[config.mk]
export PLATFORM = sky130hd
export DESIGN_NAME = tac_control
export DESIGN_NICKNAME = d
export VERILOG_FILES = /design/src/hw/tac_pkg.sv /design/src/hw/tac_control.sv
export SDC_FILE = /design/constraint.sdc
export NUM_CORES = 1
export LEC_CHECK = 0
export BUFFER_PORTS_ARGS = -buffer_cell sky130_fd_sc_hd__buf_2
export CORE_MARGIN = 8
export CORE_UTILIZATION = 40
export DETAILED_ROUTE_END_ITERATION = 8
export RECOVER_POWER = 100
export SYNTH_ARGS = -nofsm -noshare
export SYNTH_HDL_FRONTEND = slang
export SYNTH_SLANG_ARGS = --single-unit
export TNS_END_PERCENT = 5
[constraint.sdc]
create_clock -name mclk_in -period 3.8 [get_ports mclk_in]
set_input_delay 0.76 -clock mclk_in [delete_from_list [all_inputs] [get_ports mclk_in]]
set_output_delay 0.76 -clock mclk_in [all_outputs]
set_load 0.1 [all_outputs]
[src/hw/tac_pkg.sv]
// =====================================================================
// shared constants and types of the temperature alarm control block
// =====================================================================
package tac_pkg;

  // =====================================================================
  // command byte layout
  // =====================================================================
  localparam int          CMD_RW_POS      = 7;       // 1 = read, 0 = write
  localparam int          CMD_ZERO_HI     = 6;       // must-be-zero field, top
  localparam int          CMD_ZERO_LO     = 3;       // must-be-zero field, bottom
  localparam logic [2:0]  REG_CONTROL     = 3'h1;    // control_status register
  localparam logic [2:0]  REG_UPPER       = 3'h2;    // upper_limit register
  localparam logic [2:0]  REG_LOWER       = 3'h3;    // lower_limit register

  // =====================================================================
  // control_status field positions
  // =====================================================================
  localparam int          CTL_SLEEP       = 15;      // sleep_request_bit
  localparam int          CTL_ONESHOT     = 14;      // single conversion request
  localparam int          CTL_ALM_CLEAR   = 13;      // alarm clear request
  localparam int          CTL_TOGGLE      = 12;      // conversion toggle
  localparam int          CTL_ALM_STATUS  = 11;      // alarm status
  localparam int          CTL_HIGH_FLAG   = 10;      // over upper limit seen
  localparam int          CTL_LOW_FLAG    = 9;       // under lower limit seen
  localparam int          CTL_DONE        = 8;       // conversion_done_flag
  localparam int          CTL_ALM_DIS     = 7;       // alarm output disable
  localparam int          CTL_POL         = 6;       // alarm_polarity
  localparam int          CTL_RES_HI      = 5;       // resolution_select_high
  localparam int          CTL_RES_LO      = 4;       // resolution_select_low
  localparam int          CTL_RSV_HI      = 2;       // reserved, read back
  localparam int          CTL_RSV_LO      = 1;       // reserved, read back

  // =====================================================================
  // limit layout and values after reset
  // =====================================================================
  localparam int          LIM_LSB         = 5;       // lowest kept limit bit
  localparam logic [15:0] CTL_RESET       = 16'h0000;
  localparam logic [15:0] UPPER_RESET     = 16'h4880;
  localparam logic [15:0] LOWER_RESET     = 16'h4600;

  // =====================================================================
  // frame bit counts
  // =====================================================================
  localparam logic [4:0]  CMD_LAST_BIT    = 5'h07;   // eighth command bit
  localparam logic [4:0]  DATA_LAST_BIT   = 5'h0F;   // sixteenth data bit

  // =====================================================================
  // types
  // =====================================================================
  typedef struct packed {
    logic cs_n;                                      // frame select, low active
    logic sck;                                       // link clock
    logic sio;                                       // serial data from host
  } tac_link_t;

  typedef enum logic [3:0] {
    PH_CMD  = 4'h1,                                  // shifting in command byte
    PH_RD   = 4'h2,                                  // shifting data out
    PH_WR   = 4'h4,                                  // shifting data in
    PH_DONE = 4'h8                                   // frame finished, wait cs
  } tac_phase_t;

  typedef enum logic [1:0] {
    CV_IDLE = 2'h1,                                  // no conversion running
    CV_BUSY = 2'h2                                   // conversion running
  } tac_conv_t;

endpackage

[src/hw/tac_control.sv]
// Summary of operation
// - set sleep bit and hold it to sleep
// - single request in sleep runs one conversion
// - single request ignored when continuous, reads zero
// - clear request drops alarm status, reads zero
// - alarm pin may lag clear one conversion
// - toggle bit inverts on read after conversion
// - status bit mirrors alarm; clear or low drops
// - clear while still hot re-asserts next conversion
// - high flag sets over limit, read clears once no longer over
// - low flag sets under limit, read clears once no longer under
// - done flag set on completion, read clears
// - disable bit turns alarm and status off
// - polarity bit picks asserted pin level
// - two bits select resolution thirteen to sixteen
// - bits three and zero zero; reserved read back
// - upper limit signed, raises alarm and flag
// - lower limit signed, drops alarm, sets flag
// - limit low five bits always read zero
// - command byte selects direction and register
// - sleep waits for running conversion to end
// - measurement is signed, sign in top bit
`timescale 1ns/1ps

module tac_control #(
  parameter int CONV_BASE_CYCLES = 100000            // 13-bit conversion length
) (
  input  wire logic               mclk_in,           // 10 MHz block clock
  input  wire logic               nrst_in,           // synchronous, low active
  input  wire tac_pkg::tac_link_t link_in,           // raw pins from host
  output logic                    link_sio_out,      // serial data to host
  output logic                    link_sio_oe_out,   // high while driving sio
  input  wire logic [15:0]        measurement_in,    // converter sample, same clock
  output logic [15:0]             result_out,        // last stored measurement
  output logic                    converting_out,    // conversion running
  output logic                    conv_done_out,     // one-cycle completion pulse
  output logic                    temperature_alarm_output_out  // alarm pin level
);
  import tac_pkg::*;

  // =====================================================================
  // state record
  // =====================================================================
  typedef struct packed {
    tac_link_t   s1;                                 // sync stage 1, only s2 reads it
    tac_link_t   s2;                                 // sync stage 2
    tac_link_t   s3;                                 // sync stage 3
    tac_link_t   filt;                               // accepted pin levels
    tac_phase_t  ph;                                 // frame phase
    logic [4:0]  cnt;                                // bit counter in phase
    logic [7:0]  cmd;                                // command shift register
    logic [15:0] sh;                                 // data shift register
    logic        sio;                                // data bit driven out
    logic        oe;                                 // sio drive enable
    logic        sleep;                              // sleep request
    logic        dis;                                // alarm disable
    logic        alarm_polarity;                                // alarm polarity
    logic [1:0]  res;                                // resolution select
    logic [1:0]  rsv;                                // reserved read-back bits
    logic        tog;                                // toggle value last read
    logic        pend;                               // conversion since last read
    logic        conversion_done_flag;                                // conversion done flag
    logic        hflag;                              // high limit history
    logic        lflag;                              // low limit history
    logic        above;                              // last result over upper
    logic        below;                              // last result under lower
    logic        alarm;                              // alarm latch, hysteresis
    logic [10:0] upper;                              // upper limit, bits 15:5
    logic [10:0] lower;                              // lower limit, bits 15:5
    tac_conv_t   cv;                                 // conversion state
    logic [23:0] ccnt;                               // cycles left in conversion
    logic [15:0] result;                             // stored measurement
    logic        done;                               // completion pulse
    logic        pin;                                // alarm pin level
  } tac_state_t;

  tac_state_t st;                                    // registered state
  tac_state_t next_st;                               // next state

  // =====================================================================
  // helpers
  // =====================================================================
  // conversion length doubles with each added resolution bit
  function automatic logic [23:0] conv_len(input logic [1:0] res);
    conv_len = 24'(CONV_BASE_CYCLES) << res;
  endfunction

  // readable image of a register; unmapped or malformed gives zero
  function automatic logic [15:0] reg_image(input logic [7:0] cmd,
                                            input logic [15:0] ctl,
                                            input logic [10:0] up,
                                            input logic [10:0] lo);
    reg_image = 16'h0000;
    if (cmd[CMD_ZERO_HI:CMD_ZERO_LO] == 4'h0) begin
      case (cmd[2:0])
        REG_CONTROL: reg_image = ctl;
        REG_UPPER:   reg_image = {up, 5'h00};
        REG_LOWER:   reg_image = {lo, 5'h00};
        default:     reg_image = 16'h0000;
      endcase
    end
  endfunction

  logic        rise;                                 // link clock rising
  logic        fall;                                 // link clock falling
  logic        rd_ctl;                               // control register read now
  logic        wr_go;                                // write word complete
  logic        oneshot_req;                          // single conversion request
  logic        clear_req;                            // alarm clear request
  logic        status;                               // alarm status as seen
  logic [7:0]  cmd_w;                                // full command byte
  logic [15:0] wr_w;                                 // full write word
  logic [15:0] ctl_w;                                // control register image
  logic signed [10:0] meas_top;                      // compared measurement bits

  // =====================================================================
  // next-state logic
  // =====================================================================
  always_comb begin
    next_st     = st;
    rd_ctl      = 1'b0;
    wr_go       = 1'b0;
    oneshot_req = 1'b0;
    clear_req   = 1'b0;
    next_st.done = 1'b0;
    // three-stage sampler; a change counts once stages 2 and 3 agree
    next_st.s1   = link_in;
    next_st.s2   = st.s1;
    next_st.s3   = st.s2;
    next_st.filt = tac_link_t'((st.s2 & st.s3) | (st.filt & (st.s2 ^ st.s3)));
    rise  = !st.filt.sck && next_st.filt.sck;
    fall  = st.filt.sck && !next_st.filt.sck;
    cmd_w = {st.cmd[6:0], next_st.filt.sio};
    wr_w  = {st.sh[14:0], next_st.filt.sio};
    status = st.alarm && !st.dis;
    // single and clear bits always show zero here
    ctl_w = {st.sleep, 1'b0, 1'b0, st.tog ^ st.pend, status, st.hflag,
             st.lflag, st.conversion_done_flag, st.dis, st.alarm_polarity, st.res, 1'b0, st.rsv, 1'b0};
    // ---- serial frame ----
    if (next_st.filt.cs_n) begin
      // deselect aborts any frame and releases the line
      next_st.ph  = PH_CMD;
      next_st.cnt = 5'h00;
      next_st.oe  = 1'b0;
    end else if (rise) begin
      next_st.cnt = st.cnt + 5'h01;
      case (st.ph)
        PH_CMD: begin
          next_st.cmd = cmd_w;
          if (st.cnt == CMD_LAST_BIT) begin
            next_st.cnt = 5'h00;
            if (cmd_w[CMD_RW_POS]) begin
              next_st.ph  = PH_RD;
              next_st.sh  = reg_image(cmd_w, ctl_w, st.upper, st.lower);
              next_st.sio = next_st.sh[15];
              next_st.oe  = 1'b1;
              rd_ctl = (cmd_w[CMD_ZERO_HI:CMD_ZERO_LO] == 4'h0) &&
                       (cmd_w[2:0] == REG_CONTROL);
            end else begin
              next_st.ph = PH_WR;
            end
          end
        end
        PH_RD: begin
          if (st.cnt == DATA_LAST_BIT) begin
            next_st.ph = PH_DONE;
            next_st.oe = 1'b0;
          end
        end
        PH_WR: begin
          next_st.sh = wr_w;
          if (st.cnt == DATA_LAST_BIT) begin
            next_st.ph = PH_DONE;
            wr_go = 1'b1;
          end
        end
        default: begin
          next_st.cnt = st.cnt;                      // ignore extra clocks
        end
      endcase
    end else if (fall && st.ph == PH_RD && st.cnt != 5'h00) begin
      // first bit was set up at load; shift only after host sampled it
      next_st.sh  = {st.sh[14:0], 1'b0};
      next_st.sio = st.sh[14];
    end
    // ---- register writes ----
    if (wr_go && st.cmd[CMD_ZERO_HI:CMD_ZERO_LO] == 4'h0) begin
      case (st.cmd[2:0])
        REG_CONTROL: begin
          next_st.sleep = wr_w[CTL_SLEEP];
          oneshot_req   = wr_w[CTL_ONESHOT];
          clear_req     = wr_w[CTL_ALM_CLEAR];
          next_st.dis   = wr_w[CTL_ALM_DIS];
          next_st.alarm_polarity   = wr_w[CTL_POL];
          next_st.res   = wr_w[CTL_RES_HI:CTL_RES_LO];
          next_st.rsv   = wr_w[CTL_RSV_HI:CTL_RSV_LO];
        end
        REG_UPPER: next_st.upper = wr_w[15:LIM_LSB];
        REG_LOWER: next_st.lower = wr_w[15:LIM_LSB];
        default:   next_st.cmd   = st.cmd;           // unmapped write dropped
      endcase
    end
    // ---- read side effects; completion below wins over them ----
    if (rd_ctl) begin
      next_st.tog  = st.tog ^ st.pend;
      next_st.pend = 1'b0;
      next_st.conversion_done_flag  = 1'b0;
      if (!st.above) next_st.hflag = 1'b0;
      if (!st.below) next_st.lflag = 1'b0;
    end
    // clear drops the latch now; a hot result re-arms it later
    if (clear_req) begin
      next_st.alarm = 1'b0;
    end
    // ---- conversion sequencer ----
    meas_top = $signed(measurement_in[15:LIM_LSB]);
    case (st.cv)
      CV_IDLE: begin
        if (!next_st.sleep) begin
          next_st.cv   = CV_BUSY;
          next_st.ccnt = conv_len(next_st.res) - 24'h000001;
        end else if (oneshot_req) begin
          next_st.cv   = CV_BUSY;
          next_st.ccnt = conv_len(next_st.res) - 24'h000001;
          next_st.conversion_done_flag  = 1'b0;                       // result stale until done
        end
      end
      CV_BUSY: begin
        // sleep is only looked at in idle, so a running one finishes
        if (st.ccnt == 24'h000000) begin
          next_st.cv     = CV_IDLE;
          next_st.done   = 1'b1;
          next_st.result = measurement_in;
          next_st.pend   = 1'b1;
          next_st.conversion_done_flag    = 1'b1;
          next_st.above  = meas_top > $signed(st.upper);
          next_st.below  = meas_top < $signed(st.lower);
          if (next_st.above) begin
            next_st.alarm = 1'b1;
            next_st.hflag = 1'b1;
          end else if (next_st.below) begin
            next_st.alarm = 1'b0;
            next_st.lflag = 1'b1;
          end
        end else begin
          next_st.ccnt = st.ccnt - 24'h000001;
        end
      end
      default: begin
        next_st.cv = CV_IDLE;
      end
    endcase
    // pin follows the status at once, well inside the allowed lag
    next_st.pin = next_st.alarm_polarity ? (next_st.alarm && !next_st.dis)
                              : !(next_st.alarm && !next_st.dis);
  end

  // =====================================================================
  // state register
  // =====================================================================
  always_ff @(posedge mclk_in) begin
    if (!nrst_in) begin
      st             <= '0;
      st.s1.cs_n     <= 1'b1;                        // idle link is deselected
      st.s2.cs_n     <= 1'b1;
      st.s3.cs_n     <= 1'b1;
      st.filt.cs_n   <= 1'b1;
      st.ph          <= PH_CMD;
      st.cv          <= CV_IDLE;
      st.sleep       <= CTL_RESET[CTL_SLEEP];
      st.dis         <= CTL_RESET[CTL_ALM_DIS];
      st.alarm_polarity         <= CTL_RESET[CTL_POL];
      st.res         <= CTL_RESET[CTL_RES_HI:CTL_RES_LO];
      st.rsv         <= CTL_RESET[CTL_RSV_HI:CTL_RSV_LO];
      st.upper       <= UPPER_RESET[15:LIM_LSB];
      st.lower       <= LOWER_RESET[15:LIM_LSB];
      st.pin         <= 1'b1;                        // low polarity, not asserted
    end else begin
      st <= next_st;
    end
  end

  // =====================================================================
  // outputs
  // =====================================================================
  assign link_sio_out                 = st.sio;
  assign link_sio_oe_out              = st.oe;
  assign result_out                   = st.result;
  assign converting_out               = (st.cv == CV_BUSY);
  assign conv_done_out                = st.done;
  assign temperature_alarm_output_out = st.pin;

  logic signed [10:0] done_meas;                     // measurement at completion
  assign done_meas = $signed(measurement_in[15:LIM_LSB]);
endmodule

==> results.sh <==
export IMPL_status="complete, no violations"
export IMPL_crit_top_cell="ha_2"
export IMPL_clock_path_buffers=2
export IMPL_cp_slowest_stage_delay_ps=540
export IMPL_power_density_mw_per_mm2=444
export IMPL_synth_top_cell_by_area="dfxtp_1"
export IMPL_post_dp_hpwl_um=12900
export IMPL_place_congestion=0.846
export IMPL_peakVddDrop_mv=0.341
export IMPL_crit_buf_inv=1
export IMPL_syn2layout_area_growth_pct=15.7
export IMPL_avgSynthCellArea_sq_um=7.87
export IMPL_met2_usage_pct=28.1
export IMPL_worstSetupEndpointType="flop"
export IMPL_min_period_ps=3670
export IMPL_grt_pass1_wl_um=30500
export IMPL_syn_area_sq_mm=0.00688
export IMPL_multiInputGateArea_sq_mm=0.00396
export IMPL_synthMuxAreaShare_pct=2.51
export IMPL_synth_seq_cells=126
export IMPL_cp_start_kind="flop"
export IMPL_vias_per_cell=5.47
export IMPL_via_count=6260
export IMPL_rows=48
export IMPL_drtPass1Iterations=5
export IMPL_slew_viol_final=0
export IMPL_root_buffer="clkbuf_16"
export IMPL_synthSimpleGateAreaFrac_pct=26.5
export IMPL_final_cell_mix="dfxtp_1 (125), nand2_1 (120), nor2_1 (98)"
export IMPL_hold_violations=0
export IMPL_grt_overflow_total=0
export IMPL_die_h_um=147
export IMPL_critical_path_class="flop to flop"
export IMPL_synthCells=874
export IMPL_top_usage_layer="met2"
export IMPL_synth_top_area_share_pct=36.7
export IMPL_drc=0
export IMPL_crit_chain="ha_2 > and3_1 > ha_2 > nor4bb_4 > and4_4 > nand2_4 > mux2i_2 > inv_1 > ha_1 > nor2b_4 > a21oi_1 > nand4b_4 > or4_4 > or4_1 > nand3_1"
export IMPL_grt_pass1_vias=5915
export IMPL_register_area_sq_mm=0.00252
export IMPL_synth_fa_ha_area_share_pct=5.82
export IMPL_setup_violations_final=0
export IMPL_final_util_pct=46.7
export IMPL_antenna_found_initial=0
export IMPL_dieArea_sq_mm=0.0216
export IMPL_synth_async_sr_flop_share_pct=0
export IMPL_io_buffers=41
export IMPL_skew_ps=8.41
export IMPL_cts_made_buffers=17
export IMPL_synth_edff_count=0
export IMPL_drt_iter0_drc=464
export IMPL_max_freq_mhz=273
export IMPL_io_pins=42
export IMPL_synthDistinctLibCells=78
export IMPL_yosysWarnings=0
export IMPL_clk_latency_ps=420
export IMPL_cts_htree_levels=4
export IMPL_fillers=1740
export IMPL_period_share_pct=96.5
export IMPL_slew_headroom_pct=21.8
export IMPL_worst_pin_slew_ps=1180
export IMPL_hold_class="flop to flop"
export IMPL_drtAntennaViolNets=0
export IMPL_maxCapViolCount=0
export IMPL_layout_commonest_cell="dfxtp_1"
export IMPL_setup_ws_ps=131
export IMPL_place_ws_ps=-0.524
export IMPL_p_leak_nw=2.89
export IMPL_rsz0062_at_grt="yes"
export IMPL_syn_num_nets=927
export IMPL_core_area_sq_mm=0.0171
export IMPL_nets=962
export IMPL_cts_tree="done"
export IMPL_routedWlPerCell_um=16.2
export IMPL_synth_compound_area_share_pct=21.0
export IMPL_diodes=0
export IMPL_synth_top_family_by_area="simple AND/OR/NAND/NOR gates"
export IMPL_drive_gt1_share_pct=13.7
export IMPL_crit_fanout=5
export IMPL_arrival_ps=4030
export IMPL_initial_core_util_pct=40.3
export IMPL_ys_flop_type="dfxtp_1"
export IMPL_grt_use_met1_pct=22.3
export IMPL_clock_sinks=126
export IMPL_fp_dieW_um=147
export IMPL_synth_seq_area_share_pct=36.7
export IMPL_grtUsageMet3_pct=4.86
export IMPL_cp_required_ps=4170
export IMPL_routed_wl_um=18600
export IMPL_synth_area_top_cells="dfxtp_1 (37%), nand2_1 (6.6%), ha_1 (5.8%)"
export IMPL_synth_xor_area_share_pct=0.764
export IMPL_slowest_stage="or4_4"
export IMPL_cp_top_family="simple AND/OR/NAND/NOR gates"
export IMPL_grtUsageTotal_pct=17.3
export IMPL_cts_clk_slew_worst_paths_ps=60
export IMPL_grt_max_degree=49
[routing by layer]
metal	up-vias	share of wire (%)
li1	3176	-
met1	2923	47
met2	144	46
met3	17	5.8
met4	0	1.1
met5	-	0
[registers in the layout, summed over array words and instances, names as in the netlist]
signal,flops
temperature_alarm_output_out,1
next_st,6
conv_done_out,1
st,83
link_sio_out,1
ctl_w,10
result_out,16
cmd_w,7
link_sio_oe_out,1
[cell families after synthesis]
group                    after synthesis
buffers and inverters                103
AND/OR/NAND/NOR                      363
XOR/XNOR                               6
AO/OA/AOI/OAI                        227
multiplexers                          17
flip-flops                           126
adder cells (fa/ha/maj)               32
[cells in the mapped netlist (11+ instances only)]
library cell / number
o211ai_1: 15
inv_1: 37
nor3_1: 18
a21oi_1: 78
a211oi_1: 19
nor4_1: 11
clkbuf_1: 41
buf_4: 18
nand3_1: 31
nand2b_1: 14
a22oi_1: 11
o21ai_0: 40
nor2_1: 98
mux2i_1: 15
ha_1: 32
nand2_1: 120
dfxtp_1: 126
[worst paths after layout]
check                    start      endpoint  slack (ps)  cells past startpoint
setup reg to reg       st[107]        st[40]         130                     15
setup / recovery       st[107]        st[40]         130                     15
hold reg to reg   next_st[124]  next_st[121]         410                      1
hold / removal    next_st[124]  next_st[121]         410                      1
[cell type report]
type / count / share of cell area (%)
flip-flops and latches: 126 / 31.7
well taps: 225 / 3.54
repair buffers: 81 / 5.94
multi-input cells: 645 / 49.7
clock buffers: 20 / 5.86
inverters: 38 / 1.79
clock inverters: 10 / 1.43
[report_power, final]
part / internal (mW) / total, mW / leakage (nW) / switching [mW]
Sequential: 1.37 / 1.43 / 1.02 / 0.0595
Clock: 1.01 / 1.61 / 0.276 / 0.604
Combinational: 0.178 / 0.494 / 1.59 / 0.316
[what timing repair did]
item	in CTS	in global routing
pin swaps	0	3
setup endpoints to repair	2	12
hold buffers	0	0
buffers inserted	0	4
resized for setup	1	13
[through the flow]
| stage | setup TNS, ps | instances | power, mW | cell area, sq um | hold slack [ps] |
|---|---|---|---|---|---|
| global placement | 0 | 1111 | 1.93 | 7330 | 388 |
| finish | 0 | 1145 | 3.53 | 7960 | 408 |
| global route | -46.9 | 1145 | 3.68 | 7960 | 425 |
| CTS | 0 | 1141 | 3.55 | 7910 | 412 |
| detailed placement | -0.524 | 1111 | 1.93 | 7330 | 398 |
| floorplan | -168 | 874 | 1.78 | 6880 | 386 |
No activity file was read; power rests on OpenSTA's default activity.
